$ cat src/tsp_pkg.sv
// Shared constants, types and state records of the root thread spawner
`default_nettype none

package tsp_pkg;

  ////////////////////////////////////////////////////////////////////////////
  // Sizes
  localparam int CQ_DEPTH = 8;        // Child request queue entries
  localparam int N_SLOTS  = 8;        // Root tracking slots
  localparam int N_DESC   = 4;        // First-level descriptor cache entries

  ////////////////////////////////////////////////////////////////////////////
  // Register offsets (byte addresses)
  localparam logic [3:0] REG_CTRL     = 4'h0;  // Max roots, scratch size, tracking
  localparam logic [3:0] REG_SCR_BASE = 4'h4;  // Scratch region base
  localparam logic [3:0] REG_STATUS   = 4'h8;  // Live counters, read only

  // Control fields
  localparam int CTRL_MAXR_LSB = 0;   // 4 bits, maximum outstanding roots
  localparam int CTRL_SCR_LSB  = 8;   // 8 bits, scratch size per root
  localparam int CTRL_DEP_BIT  = 16;  // Dependency tracking enable

  // Status fields
  localparam int ST_OUT_LSB  = 0;     // 4 bits, outstanding roots
  localparam int ST_CQ_LSB   = 8;     // 4 bits, child queue fill
  localparam int ST_SLOT_LSB = 16;    // 8 bits, busy root slots
  localparam int ST_BUSY_BIT = 24;    // Thread in flight

  // Reset values
  localparam logic [3:0]  MAXR_RST = 4'h8;
  localparam logic [7:0]  SCR_RST  = 8'h00;
  localparam logic [15:0] SCRB_RST = 16'h0000;

  ////////////////////////////////////////////////////////////////////////////
  // Enumerations
  typedef enum logic [1:0] {TSP_IDLE, TSP_LOOKUP, TSP_FETCH, TSP_DISPATCH} tsp_fsm_t;
  typedef enum logic [1:0] {TSP_MSG_CHILD, TSP_MSG_SPAWN_ROOT, TSP_MSG_TERM,
                            TSP_MSG_REL} tsp_msg_kind_t;

  ////////////////////////////////////////////////////////////////////////////
  // Carriers
  typedef struct packed {
    logic [7:0] desc_ptr;   // Interface descriptor pointer
    logic [7:0] handle;     // Return buffer handle from the front end
    logic       children;   // Children present flag
    logic       sync;       // Synchronized root
    logic       ext;        // From the extended work item command
    logic       scratch;    // Wants scratch memory
  } tsp_root_t;

  typedef struct packed {
    tsp_msg_kind_t kind;    // Message kind
    logic [7:0]    desc_ptr; // Child descriptor pointer
    logic [7:0]    pay_ptr; // Child payload pointer
    logic [2:0]    slot;    // Root slot for terminate and release
  } tsp_msg_t;

  typedef struct packed {
    logic [7:0]  desc_ptr;  // Descriptor pointer looked up
    logic [31:0] desc;      // Descriptor contents
    logic        is_root;   // Root thread
    logic        fr_hdr_valid; // First-register header present
    logic        children;  // Handle forwarded as return handle
    logic [2:0]  slot;      // Root slot
    logic        use_scr;   // Scratch pointer valid
    logic [15:0] scr_ptr;   // Scratch pointer
    logic [7:0]  handle;    // Return buffer handle
    logic [7:0]  pay_ptr;   // Child payload pointer
  } tsp_hdr_t;

  // Descriptor cache state
  typedef struct packed {
    logic [N_DESC-1:0]             valid;
    logic [N_DESC-1:0][7:0]        tag;
    logic [N_DESC-1:0][31:0]       data;
    logic [1:0]                    victim;
  } tsp_cache_st_t;

endpackage : tsp_pkg

`default_nettype wire

$ cat src/tsp_desc_cache.sv
// Four-entry fully associative interface descriptor cache
`default_nettype none

module tsp_desc_cache (
  // Clock and reset
  input  wire logic        mclk,
  input  wire logic        sys_rst,
  // Lookup
  input  wire logic [7:0]  lk_ptr,
  output logic             hit,
  output logic [31:0]      hit_data,
  // Fill from second level
  input  wire logic        fill_valid,
  input  wire logic [7:0]  fill_ptr,
  input  wire logic [31:0] fill_data
);

  ////////////////////////////////////////////////////////////////////////////
  // State
  tsp_pkg::tsp_cache_st_t r;     // Registered state
  tsp_pkg::tsp_cache_st_t s;     // Next state
  logic [tsp_pkg::N_DESC-1:0] match;  // Per entry tag match

  // Per entry compare
  genvar gi;
  generate
    for (gi = 0; gi < tsp_pkg::N_DESC; gi++)
    begin : g_match
      assign match[gi] = r.valid[gi] && (r.tag[gi] == lk_ptr);
    end
  endgenerate

  // Hit select, entries are unique so an OR mux suffices
  always_comb
  begin
    hit      = |match;
    hit_data = '0;
    for (int i = 0; i < tsp_pkg::N_DESC; i++)
    begin
      if (match[i])
        hit_data = hit_data | r.data[i];
    end
  end

  // Round robin replacement on fill
  always_comb
  begin
    s = r;
    if (fill_valid)
    begin
      s.valid[r.victim] = 1'b1;
      s.tag[r.victim]   = fill_ptr;
      s.data[r.victim]  = fill_data;
      s.victim          = r.victim + 2'h1;
    end
  end

  // State register
  always_ff @(posedge mclk or posedge sys_rst)
  begin
    if (sys_rst)
      r <= '0;
    else
      r <= s;
  end

endmodule : tsp_desc_cache

`default_nettype wire

$ cat src/tsp_spawner.sv
// Root and child thread spawner: arbitration, descriptor fetch, dispatch, root tracking
//
// Design decisions made here: the plain strobed port and the register addresses.
`default_nettype none

module tsp_spawner (
  // Clock and reset
  input  wire logic               mclk,
  input  wire logic               sys_rst,
  // Register port
  input  wire logic [3:0]         reg_addr,
  input  wire logic [31:0]        reg_wdata,
  input  wire logic               reg_wr,
  input  wire logic               reg_rd,
  output logic [31:0]             reg_rdata,
  // Root requests from the video front end
  input  wire logic               root_valid,
  input  wire tsp_pkg::tsp_root_t root_req,
  output logic                    root_ready,
  // Thread messages
  input  wire logic               msg_valid,
  input  wire tsp_pkg::tsp_msg_t  msg,
  output logic                    cq_pop,
  // Dependency tracking
  input  wire logic               dep_ready,
  // Second level descriptor cache
  output logic                    l2_req,
  output logic [7:0]              l2_ptr,
  input  wire logic               l2_valid,
  input  wire logic [31:0]        l2_data,
  // Thread dispatcher
  output logic                    disp_valid,
  output tsp_pkg::tsp_hdr_t       disp_hdr,
  input  wire logic               disp_ack,
  // Handle release to the front end
  output logic                    rel_valid,
  output logic [7:0]              rel_handle
);

  ////////////////////////////////////////////////////////////////////////////
  // State record
  typedef struct packed {
    tsp_pkg::tsp_fsm_t                         fsm;       // Thread pipeline state
    tsp_pkg::tsp_msg_t [tsp_pkg::CQ_DEPTH-1:0] cq;        // Child queue storage
    logic [2:0]                                cq_rd;     // Queue read index
    logic [2:0]                                cq_wr;     // Queue write index
    logic [3:0]                                cq_cnt;    // Queue fill
    tsp_pkg::tsp_hdr_t                         hdr;       // Header under build
    logic                                      disp_valid; // Dispatch request
    logic [tsp_pkg::N_SLOTS-1:0]               sl_valid;  // Busy root slots
    logic [tsp_pkg::N_SLOTS-1:0]               sl_held;   // Handle still held
    logic [tsp_pkg::N_SLOTS-1:0][7:0]          sl_handle; // Held handle per slot
    logic [3:0]                                outst;     // Outstanding roots
    logic [3:0]                                max_roots; // Root maximum
    logic [7:0]                                scr_size;  // Scratch size per root
    logic [15:0]                               scr_base;  // Scratch region base
    logic                                      dep_en;    // Dependency tracking on
    logic [31:0]                               rdata;     // Read data
    logic                                      l2_req;    // Miss request pulse
    logic                                      rel_valid; // Release pulse
    logic [7:0]                                rel_handle; // Released handle
  } tsp_st_t;

  tsp_st_t r;                     // Registered state
  tsp_st_t s;                     // Next state

  ////////////////////////////////////////////////////////////////////////////
  // Lowest free root slot
  function automatic logic [3:0] free_slot_f(input logic [tsp_pkg::N_SLOTS-1:0] busy);
    logic [3:0] res;
    res = 4'h8;
    for (int i = tsp_pkg::N_SLOTS - 1; i >= 0; i--)
    begin
      if (!busy[i])
        res = 4'(i);
    end
    return res;
  endfunction : free_slot_f

  ////////////////////////////////////////////////////////////////////////////
  // Arbitration
  tsp_pkg::tsp_msg_t head;        // Child queue head
  logic              cq_ne;       // Child queue not empty
  logic              head_sr;     // Spawn-root message at head
  logic              idle;        // Pipeline free
  logic [3:0]        free_slot;   // Free slot, 8 when none
  logic              cap_ok;      // Root may enter arbitration
  logic              dep_ok;      // Dependency gate open
  logic              sync_go;     // Synchronized pair taken
  logic              child_go;    // Child head taken
  logic              nroot_go;    // Plain root taken
  logic              push;        // Message stored
  logic              hit;         // Descriptor cache hit
  logic [31:0]       hit_data;    // Cached descriptor

  assign head      = r.cq[r.cq_rd];
  assign cq_ne     = r.cq_cnt != 4'h0;
  // Any sender may issue a spawn-root; no sender field is checked
  assign head_sr   = cq_ne && (head.kind == tsp_pkg::TSP_MSG_SPAWN_ROOT);
  assign idle      = r.fsm == tsp_pkg::TSP_IDLE;
  assign free_slot = free_slot_f(r.sl_valid);
  // Only the root count is capped, children never are
  assign cap_ok    = (r.outst < r.max_roots) && !free_slot[3];
  assign dep_ok    = !(root_req.ext && r.dep_en) || dep_ready;
  // Pairing of synchronized root with spawn-root message
  assign sync_go   = idle && root_valid && root_req.sync && head_sr && cap_ok
                     && dep_ok;
  // Children first unless the head waits for a synchronized root
  assign child_go  = idle && cq_ne && !head_sr;
  assign nroot_go  = idle && root_valid && !root_req.sync && cap_ok && !child_go;
  assign root_ready = sync_go || nroot_go;
  assign cq_pop     = sync_go || child_go;
  assign push       = msg_valid && ((r.cq_cnt < 4'(tsp_pkg::CQ_DEPTH)) || cq_pop);

  ////////////////////////////////////////////////////////////////////////////
  // Descriptor cache
  tsp_desc_cache u_cache (
    .mclk       (mclk),
    .sys_rst    (sys_rst),
    .lk_ptr     (r.hdr.desc_ptr),
    .hit        (hit),
    .hit_data   (hit_data),
    .fill_valid (r.fsm == tsp_pkg::TSP_FETCH && l2_valid),
    .fill_ptr   (r.hdr.desc_ptr),
    .fill_data  (l2_data)
  );

  ////////////////////////////////////////////////////////////////////////////
  // Next state
  always_comb
  begin
    s           = r;
    s.rdata     = '0;
    s.l2_req    = 1'b0;
    s.rel_valid = 1'b0;

    // Register writes
    if (reg_wr)
    begin
      if (reg_addr == tsp_pkg::REG_CTRL)
      begin
        s.max_roots = reg_wdata[tsp_pkg::CTRL_MAXR_LSB +: 4];
        s.scr_size  = reg_wdata[tsp_pkg::CTRL_SCR_LSB +: 8];
        s.dep_en    = reg_wdata[tsp_pkg::CTRL_DEP_BIT];
      end
      else if (reg_addr == tsp_pkg::REG_SCR_BASE)
        s.scr_base = reg_wdata[15:0];
    end

    // Register reads, unmapped reads zero
    if (reg_rd)
    begin
      if (reg_addr == tsp_pkg::REG_CTRL)
      begin
        s.rdata[tsp_pkg::CTRL_MAXR_LSB +: 4] = r.max_roots;
        s.rdata[tsp_pkg::CTRL_SCR_LSB +: 8]  = r.scr_size;
        s.rdata[tsp_pkg::CTRL_DEP_BIT]       = r.dep_en;
      end
      else if (reg_addr == tsp_pkg::REG_SCR_BASE)
        s.rdata[15:0] = r.scr_base;
      else if (reg_addr == tsp_pkg::REG_STATUS)
      begin
        s.rdata[tsp_pkg::ST_OUT_LSB +: 4]  = r.outst;
        s.rdata[tsp_pkg::ST_CQ_LSB +: 4]   = r.cq_cnt;
        s.rdata[tsp_pkg::ST_SLOT_LSB +: 8] = r.sl_valid;
        s.rdata[tsp_pkg::ST_BUSY_BIT]      = !idle;
      end
    end

    // Child queue, push and pop may share a cycle
    if (push)
    begin
      s.cq[r.cq_wr] = msg;
      s.cq_wr       = r.cq_wr + 3'h1;
    end
    if (cq_pop)
      s.cq_rd = r.cq_rd + 3'h1;
    s.cq_cnt = r.cq_cnt + {3'h0, push} - {3'h0, cq_pop};

    // Thread pipeline
    case (r.fsm)
      tsp_pkg::TSP_IDLE:
      begin
        if (root_ready)
        begin
          // Root: reserve a slot and build both headers
          s.hdr          = '0;
          s.hdr.desc_ptr = root_req.desc_ptr;
          s.hdr.is_root  = 1'b1;
          s.hdr.fr_hdr_valid = 1'b1;
          s.hdr.children = root_req.children;
          s.hdr.slot     = free_slot[2:0];
          s.hdr.handle   = root_req.handle;
          s.hdr.use_scr  = root_req.scratch;
          // Same scratch size for every root
          if (root_req.scratch)
            s.hdr.scr_ptr = 16'(r.scr_base + 16'(free_slot[2:0]) * 16'(r.scr_size));
          s.sl_valid[free_slot[2:0]] = 1'b1;
          s.fsm                      = tsp_pkg::TSP_LOOKUP;
        end
        else if (child_go)
        begin
          case (head.kind)
            tsp_pkg::TSP_MSG_CHILD:
            begin
              // Child: transparent header only, no bookkeeping
              s.hdr          = '0;
              s.hdr.desc_ptr = head.desc_ptr;
              s.hdr.pay_ptr  = head.pay_ptr;
              s.fsm          = tsp_pkg::TSP_LOOKUP;
            end
            tsp_pkg::TSP_MSG_TERM:
            begin
              // Root retired: free slot and scratch, drop any held handle
              if (r.sl_valid[head.slot])
              begin
                s.sl_valid[head.slot] = 1'b0;
                s.sl_held[head.slot]  = 1'b0;
                s.rel_valid           = r.sl_held[head.slot];
                s.rel_handle          = r.sl_handle[head.slot];
                if (r.outst != 4'h0)
                  s.outst = r.outst - 4'h1;
              end
            end
            tsp_pkg::TSP_MSG_REL:
            begin
              // Early release from a running root
              if (r.sl_valid[head.slot] && r.sl_held[head.slot])
              begin
                s.sl_held[head.slot] = 1'b0;
                s.rel_valid          = 1'b1;
                s.rel_handle         = r.sl_handle[head.slot];
              end
            end
            default:
            begin
              s.fsm = tsp_pkg::TSP_IDLE;
            end
          endcase
        end
      end
      tsp_pkg::TSP_LOOKUP:
      begin
        // One lookup in flight keeps descriptors in request order
        if (hit)
        begin
          s.hdr.desc  = hit_data;
          s.disp_valid = 1'b1;
          s.fsm       = tsp_pkg::TSP_DISPATCH;
        end
        else
        begin
          s.l2_req = 1'b1;
          s.fsm    = tsp_pkg::TSP_FETCH;
        end
      end
      tsp_pkg::TSP_FETCH:
      begin
        if (l2_valid)
        begin
          s.hdr.desc   = l2_data;
          s.disp_valid = 1'b1;
          s.fsm      = tsp_pkg::TSP_DISPATCH;
        end
      end
      tsp_pkg::TSP_DISPATCH:
      begin
        if (disp_ack)
        begin
          s.disp_valid = 1'b0;
          s.fsm      = tsp_pkg::TSP_IDLE;
          if (r.hdr.is_root)
          begin
            s.outst = r.outst + 4'h1;
            s.sl_handle[r.hdr.slot] = r.hdr.handle;
            // Handle kept only when the root will have children
            s.sl_held[r.hdr.slot]   = r.hdr.children;
            if (!r.hdr.children)
            begin
              s.rel_valid  = 1'b1;
              s.rel_handle = r.hdr.handle;
            end
          end
        end
      end
      default:
      begin
        s.fsm = tsp_pkg::TSP_IDLE;
      end
    endcase
  end

  ////////////////////////////////////////////////////////////////////////////
  // State register
  always_ff @(posedge mclk or posedge sys_rst)
  begin
    if (sys_rst)
    begin
      r           <= '0;
      r.max_roots <= tsp_pkg::MAXR_RST;
      r.scr_size  <= tsp_pkg::SCR_RST;
      r.scr_base  <= tsp_pkg::SCRB_RST;
    end
    else
      r <= s;
  end

  // Outputs from flops
  assign reg_rdata  = r.rdata;
  assign l2_req     = r.l2_req;
  assign l2_ptr     = r.hdr.desc_ptr;
  assign disp_valid = r.disp_valid;
  assign disp_hdr   = r.hdr;
  assign rel_valid  = r.rel_valid;
  assign rel_handle = r.rel_handle;

  ////////////////////////////////////////////////////////////////////////////
  // Assertions
  property p_root_cap;
    @(posedge mclk) disable iff (sys_rst)
      disp_valid && disp_hdr.is_root |-> r.outst < r.max_roots;
  endproperty
  a_root_cap: assert property (p_root_cap) else $error("root over maximum");

  property p_child_prio;
    @(posedge mclk) disable iff (sys_rst)
      idle && cq_ne && head.kind == tsp_pkg::TSP_MSG_CHILD
      |=> r.fsm == tsp_pkg::TSP_LOOKUP && !r.hdr.is_root;
  endproperty
  a_child_prio: assert property (p_child_prio) else $error("child not first");

  property p_sync_wait;
    @(posedge mclk) disable iff (sys_rst)
      root_valid && root_req.sync && !head_sr |-> !root_ready;
  endproperty
  a_sync_wait: assert property (p_sync_wait) else $error("sync root went alone");

  property p_sr_block;
    @(posedge mclk) disable iff (sys_rst)
      head_sr && !(root_valid && root_req.sync) |-> !cq_pop;
  endproperty
  a_sr_block: assert property (p_sr_block) else $error("spawn-root not blocking");

  property p_pair;
    @(posedge mclk) disable iff (sys_rst)
      root_ready && root_req.sync |-> cq_pop && head_sr;
  endproperty
  a_pair: assert property (p_pair) else $error("pair not removed together");

  property p_rel_nochild;
    @(posedge mclk) disable iff (sys_rst)
      disp_valid && disp_ack && disp_hdr.is_root && !disp_hdr.children
      |=> rel_valid && rel_handle == $past(disp_hdr.handle);
  endproperty
  a_rel_nochild: assert property (p_rel_nochild) else $error("no release at ack");

  property p_hold_child;
    @(posedge mclk) disable iff (sys_rst)
      disp_valid && disp_ack && disp_hdr.is_root && disp_hdr.children |=> !rel_valid;
  endproperty
  a_hold_child: assert property (p_hold_child) else $error("handle released early");

  property p_count_up;
    @(posedge mclk) disable iff (sys_rst)
      disp_valid && disp_ack && disp_hdr.is_root |=> r.outst == $past(r.outst) + 4'h1;
  endproperty
  a_count_up: assert property (p_count_up) else $error("count missed dispatch");

  property p_miss_wait;
    @(posedge mclk) disable iff (sys_rst)
      l2_req |-> !disp_valid ##1 (!disp_valid [*1]);
  endproperty
  a_miss_wait: assert property (p_miss_wait) else $error("dispatch before fill");

  property p_first_hdr;
    @(posedge mclk) disable iff (sys_rst)
      disp_valid |-> disp_hdr.fr_hdr_valid == disp_hdr.is_root;
  endproperty
  a_first_hdr: assert property (p_first_hdr) else $error("header kind wrong");

endmodule : tsp_spawner

`default_nettype wire

$ cat config.mk
export PLATFORM = sky130hd
export DESIGN_NAME = tsp_spawner
export DESIGN_NICKNAME = d
export VERILOG_FILES = /design/src/tsp_pkg.sv /design/src/tsp_desc_cache.sv /design/src/tsp_spawner.sv
export SDC_FILE = /design/constraint.sdc
export NUM_CORES = 1
export LEC_CHECK = 0
export ABC_AREA = 1
export ABC_CLOCK_PERIOD_IN_PS = 16650
export BUFFER_PORTS_ARGS = -buffer_cell sky130_fd_sc_hd__buf_2
export CAP_MARGIN = 20
export CORE_MARGIN = 2
export CORE_UTILIZATION = 54
export CTS_CLUSTER_DIAMETER = 150
export DETAILED_ROUTE_END_ITERATION = 8
export HOLD_SLACK_MARGIN = 0.08
export PLACE_DENSITY_LB_ADDON = 0.08
export SYNTH_ARGS = -nofsm -noshare
export SYNTH_HDL_FRONTEND = slang
export SYNTH_SLANG_ARGS = --single-unit
$ cat constraint.sdc
create_clock -name mclk -period 16.65 [get_ports mclk]
set_clock_uncertainty 0.05 [all_clocks]
set_input_delay 1.665 -clock mclk [delete_from_list [all_inputs] [get_ports mclk]]
set_output_delay 1.665 -clock mclk [all_outputs]
set_load 0.01 [all_outputs]
# Word level (Yosys, flattened, before mapping)
# Cells that the tools add are included.
# totals
register_bits,574
out_inout_bits,132
wordCells,294
# classes
addsub,8
n_mul,1
n_lt_le_gt_ge,13
eq_ne,28
muxes,99
n_bitwise,9
reduce_logical,60
# ops
op,n
two-way mux 79 bit,3
two-way mux 32 bit,7
bitwise mux 168 bit,1
two-way mux 76 bit,2
bitwise mux 128 bit,1
bitwise OR 32 bit,3
one-hot mux 32 bit (3 select lines),1
two-way mux 9 bit,10
two-way mux 4 bit,21
bitwise mux 64 bit,1
demux 32 bit (select 2 bit),1
two-way mux 8 bit,8
binary-select mux 21 bit (select 3 bit),1
demux 21 bit (select 3 bit),1
two-way mux 16 bit,3
two-way mux 21 bit,2
one-hot mux 9 bit (2 select lines),2
bitwise mux 32 bit,1
equality test 8 bit,4
one-hot mux 8 bit (2 select lines),2
logical AND 1 bit,25
two-way mux 25 bit,1
binary-select mux 8 bit (select 3 bit),1
demux 8 bit (select 3 bit),1
other kinds (54),115

# Logic depth before layout (Yosys ltp)
# depth
word_depth,17
ltp_mapped,22
mapped_depth_nobuf,21

# Hierarchy
# Synthesis repeated with hierarchy kept, for this count alone.
# hier_totals
hier_cells,3562
area_unflattened_um2,29291.8
# modules_own_cells
module,n_inst,cells_each,area_per_inst_um2
tsp_spawner,1,2529,21180.3
tsp_desc_cache,1,1033,8111.5

# Worst setup path before layout
# OpenSTA, ideal clock, no wires.
# synth_path
path_kind,input -> output
start,input port root_valid
end,output port root_ready
t_arrival_ns,2.689
t_required_ns,14.935
slack_ns,12.246
cell_stages,6
n_path_buf,2
cell_sequence,nand2_1 > nor4_1 > nand2_1 > nand2_2 > buf_2 > buf_1
# synth_between
elab_chain_cells,6
# synth_lines
element,line_no,rtl
from (decl),tsp_spawner.sv:17,"input wire logic root_valid,"
logical AND 1 bit *,"tsp_spawner.sv:106, tsp_spawner.sv:110",
logical AND 1 bit (3 in a row),tsp_spawner.sv:106,assign sync_go = idle && root_valid && root_req.sync && head_sr && cap_ok
logical AND 1 bit,tsp_spawner.sv:107,&& dep_ok;
logical OR 1 bit *,tsp_spawner.sv:111,assign root_ready = sync_go || nroot_go;
to (decl),tsp_spawner.sv:19,"output logic root_ready,"
# Mark *: on every way between the ends. The rest lies on a longest branch, timed or not.

# Worst setup path in the final report
# layout_path
start,register r[242] in the netlist's numbering
end,output port cq_pop
# layout_between
elab_chain_cells,8
# layout_lines
element,line_no,rtl
from (decl),tsp_spawner.sv:64,tsp_st_t r;
from (signal assigned),tsp_spawner.sv:305,r <= s;
binary-select mux 21 bit (select 3 bit) *,tsp_spawner.sv:96,assign head = r.cq[r.cq_rd];
two-way mux 21 bit (implied by the code) *,tsp_spawner.sv:96,
equality test 2 x 1 -> 1 bit *,tsp_spawner.sv:99,assign head_sr = cq_ne && (head.kind == tsp_pkg::TSP_MSG_SPAWN_ROOT);
logical AND 1 bit *,tsp_spawner.sv:99,
logical AND 1 bit (2 in a row),tsp_spawner.sv:106,
logical AND 1 bit,tsp_spawner.sv:107,
logical OR 1 bit *,tsp_spawner.sv:112,assign cq_pop = sync_go || child_go;
to (decl),tsp_spawner.sv:23,"output logic cq_pop,"
# Mark *: on every way between the ends. The rest lies on a longest branch, timed or not. The select of a mux whose other input is x is not followed.

==> key figures <==
Timing
  • Final Setup Violations: 0
  • Hold Violations, Final: 0
  • Unrepaired setup endpoints after global routing: no
  • Sum of negative setup slack: 0 ns
  • Period minus WS final: 5.49 ns
  • Tcrit/Tclk final: 0.330
  • Worst-margin pin slew: 0.989 ns
  • Fmax: ~180 MHz
  • Final Max Tran Viols: 0
  • Slew Limit Headroom: 0.341
  • Final Worst Setup Slack: 11.16 ns

Logic synthesis
  • Syn Inst Count: 3406
  • Synth top area share: 0.511
  • Netlist Area Pre-Place: 28000 sq um
  • Area leader, netlist: dfrtp_1
  • Post-synth EDFFs: 0
  • Register area share after synthesis: 0.512
  • Yosys Warn Count: 0
  • Synthesized flop and latch total: 573
  • Mapped Avg Cell Area: 8.22 sq um
  • Post-synth ARST share: 1.00
  • Synth area leaders: dfrtp_1 51%, nand2_1 13%, o21ai_0 7.9%
  • Synth cell types: 52
  • Top FF cell, synth: dfrtp_1

Power
  • Logic pwr share: 0.416
  • Switch Pwr: 2620 uW
  • Worst VDD drop: 0.000150 V
  • Clock Power Share: 0.221
  • Reg power frac: 0.364
  • P_int: 3520 uW
  • Sw Ratio: 0.426
  • Design Power: 6140 uW
  • Leakage power: 0.0153 uW
  • PD cells: 200 nW/um^2

Drt
  • ANT nets after route: 0
  • Met3 wire length: 5060 um
  • Vias per inst: ~5.5
  • WL final: 73700 um
  • Met2 Wirelength: 34400 um
  • Drt initial violations: 2086
  • Detailed-route via count: 23000
  • DR top layer: met5
  • DR pass1 iterations: 5
  • Routed len/inst: 17.7 um
  • M1 wire length: 32300 um
  • Drt drc: 0

Die
  • Die width: 232 um
  • Core area: 51300 sq um
  • Height of the die: 232 um
  • Std cell rows: 83
  • Top Ports: between 200 and 300
  • Initial Util: 0.546
  • Die ar.: 53700 sq um

Layout
  • Diode count: 0
  • Final #Nets: 3599
  • Fillers: about 4600
  • Share of layout cells above drive strength 1: 0.120
  • Area grow syn2layout: 9.42%
  • Seq. cell area: 14300 sq um
  • Multi-input logic area: 11100 sq um

GRT
  • Largest net degree at the start of global routing: between 80 and 90
  • Tot GR Track Use: 0.275
  • Congestion Overflow GR: 0
  • Initial antenna violation count: 3
  • Global-route wire length before repair: approximately 120000 um
  • Vias in the first global route: around 22000

Setup path
  • WP depth: 11
  • CP top delay family: buffers and inverters
  • Worst R2R Start: r[242]
  • Buf/Inv on CP: 4
  • Worst r2r dst: disp_hdr[43]
  • R2r setup slk: 11.96 ns
  • CP startpoint kind: flop
  • Critical Path, Cell by Cell: buf_4 -> inv_2 -> o21ai_1 -> o21ai_2 -> o21ai_4 -> nand2_2 -> nor2_1 -> nand3_1 -> and2_4 -> inv_1 -> buf_2
  • CP required: roughly 15 ns
  • CP Data Arrival Time: 3.78 ns
  • Worst path max stage delay: approximately 0.70 ns
  • Critical path type: reg2out
  • Worst r2r path cells: 16
  • CP max FO: 87
  • CP max-delay cell: buf_4
  • Critical Path Sink Type: output pin
  • Critical Path Start: r[242]

Flow run
  • Maxcap violations: 0

Clocking
  • Worst-case clock buffer depth: 3
  • CTS tree: yes
  • Skew-Pair Late Insertion Delay: 0.62 ns
  • Clock-pin slew on the worst setup and hold paths: 0.06 ns
  • Root buf cell: clkbuf_16
  • CTS buffer count: 61
  • Clk sink count: 573
  • PostCTS Resize Cnt: 0
  • H-tree levels: 2
  • Post-CTS Setup Repair Bufs: 0
  • Hold-fix buffers at CTS: 0

Hold path
  • Hold_sp: u_cache.r[163]
  • Hold depth: 2
  • Min-delay worst type: reg2reg
  • WHS Endpoint: u_cache.r[163]

Outcome
  • Status: complete, no violations

Placed design
  • GP Congestion: 0.884
  • IO buf count: 227
  • DP Wirelength: between 40000 and 50000 um
  • Post-place setup slack: 11.24 ns
[power groups by stage]
stage / combinational (uW) / sequential [uW] / clock [uW]
after floorplan: 1970 / 2160 / 0
after global placement: 2470 / 2220 / 0
after detailed placement: 2540 / 2240 / 0
after CTS: 2550 / 2220 / 1380
after global routing: 2880 / 2290 / 1440
final: 2550 / 2230 / 1350
[layout by cell type, fill, tap and decap left out, types with 13 or more instances in the layout]
| master | count |
|---|---|
| nand2_1 | 957 |
| dfrtp_1 | 571 |
| o21ai_0 | 441 |
| nor2_1 | 256 |
| inv_1 | 234 |
| buf_2 | 227 |
| o21ai_1 | 168 |
| a21oi_1 | 85 |
| nand3_1 | 73 |
| clkbuf_16 | 63 |
| nand4_1 | 58 |
| ha_1 | 34 |
| buf_4 | 31 |
| xor2_1 | 23 |
| clkbuf_8 | 20 |
| nor3_1 | 19 |
| clkbuf_1 | 19 |
| o22ai_1 | 18 |
| o221ai_1 | 17 |
| fa_1 | 16 |
| nand2_4 | 13 |
| o211ai_1 | 13 |
[per-stage QoR]
stage / utilization / cells / hold WS [ns] / area, sq um
6_report: 0.597 / 4163 / 0.402 / 30600
5_1_grt: 0.597 / 4163 / 0.431 / 30600
4_1_cts: 0.596 / 4159 / 0.402 / 30600
3_5_place_dp: 0.556 / 4043 / 0.388 / 28500
3_3_place_gp: 0.556 / 4041 / 0.386 / 28500
2_1_floorplan: - / 3412 / 0.372 / 28000
[sequential cells by signal, summed over array words and instances, names as in the netlist]
signal      count
reg_rdata      25
rel_handle      8
rel_valid       1
l2_req          1
disp_valid      1
disp_hdr       70
r             293
u_cache.r     166
l2_ptr          8
[cell usage after synthesis (4+ instances only)]
master      n
nand2_1   962
dfrtp_1   572
o21ai_0   441
nor2_1    256
inv_1     235
o21ai_1   168
buf_4     135
clkbuf_1  111
a21oi_1    85
nand3_1    73
nand4_1    58
buf_2      49
ha_1       35
xor2_1     23
nor3_1     19
o22ai_1    18
o221ai_1   17
fa_1       16
o211ai_1   13
or2_2      11
xnor2_1    11
a31oi_1    10
o31ai_1    10
nand2_4     9
buf_1       8
inv_2       6
nand2_2     6
o21ai_2     5
buf_6       4
clkinv_1    4
[worst reg2reg max path, cell delays in order (launching register included)]
cell and delay (ns):
dfrtp_2 0.34, buf_4 0.70, inv_2 0.62, o21ai_1 0.31
o21ai_2 0.10, o21ai_4 0.19, nand2_2 0.10, nor2_1 0.13
nand3_1 0.16, nand2_2 0.16, buf_4 0.44, inv_2 0.07
nand3_1 0.14, nand3_1 0.14, nor2_4 0.71, nand2_1 0.15
nand2_1 0.10
[kinds of logic after synthesis]
family | synth area share
fa+ha+maj | 0.0271
compound gates | 0.149
mux | 0.000402
buf+inv | 0.0954
simple gates | 0.206
other cells | 0.000134
flops | 0.512
xor+xnor | 0.0106
[worst max path at each step]
stage | endpoint | slack (ns)
after global routing | cq_pop | 10.88
final | cq_pop | 11.16
after floorplan | disp_hdr[0] | 7.13
after global placement | r[242] | 11.33
after CTS | cq_pop | 11.11
after detailed placement | r[242] | 11.24
[cell type report]
cell class | count | share of cell area
tap | 680 | 0.0278
multi-input combinational | 2287 | 0.361
sequential | 573 | 0.468
clock buffer | 102 | 0.0628
timing repair buffer | 262 | 0.0468
inverter | 245 | 0.0301
clock inverter | 14 | 0.00331
[per-layer routing]
layer | global-route usage | vias to the layer above
met5 | 0 | -
met4 | 0.0829 | 6
met3 | 0.0506 | 139
met2 | 0.445 | 737
met1 | 0.380 | 11100
li1 | - | 11000
(Power assumes the default switching activity.)
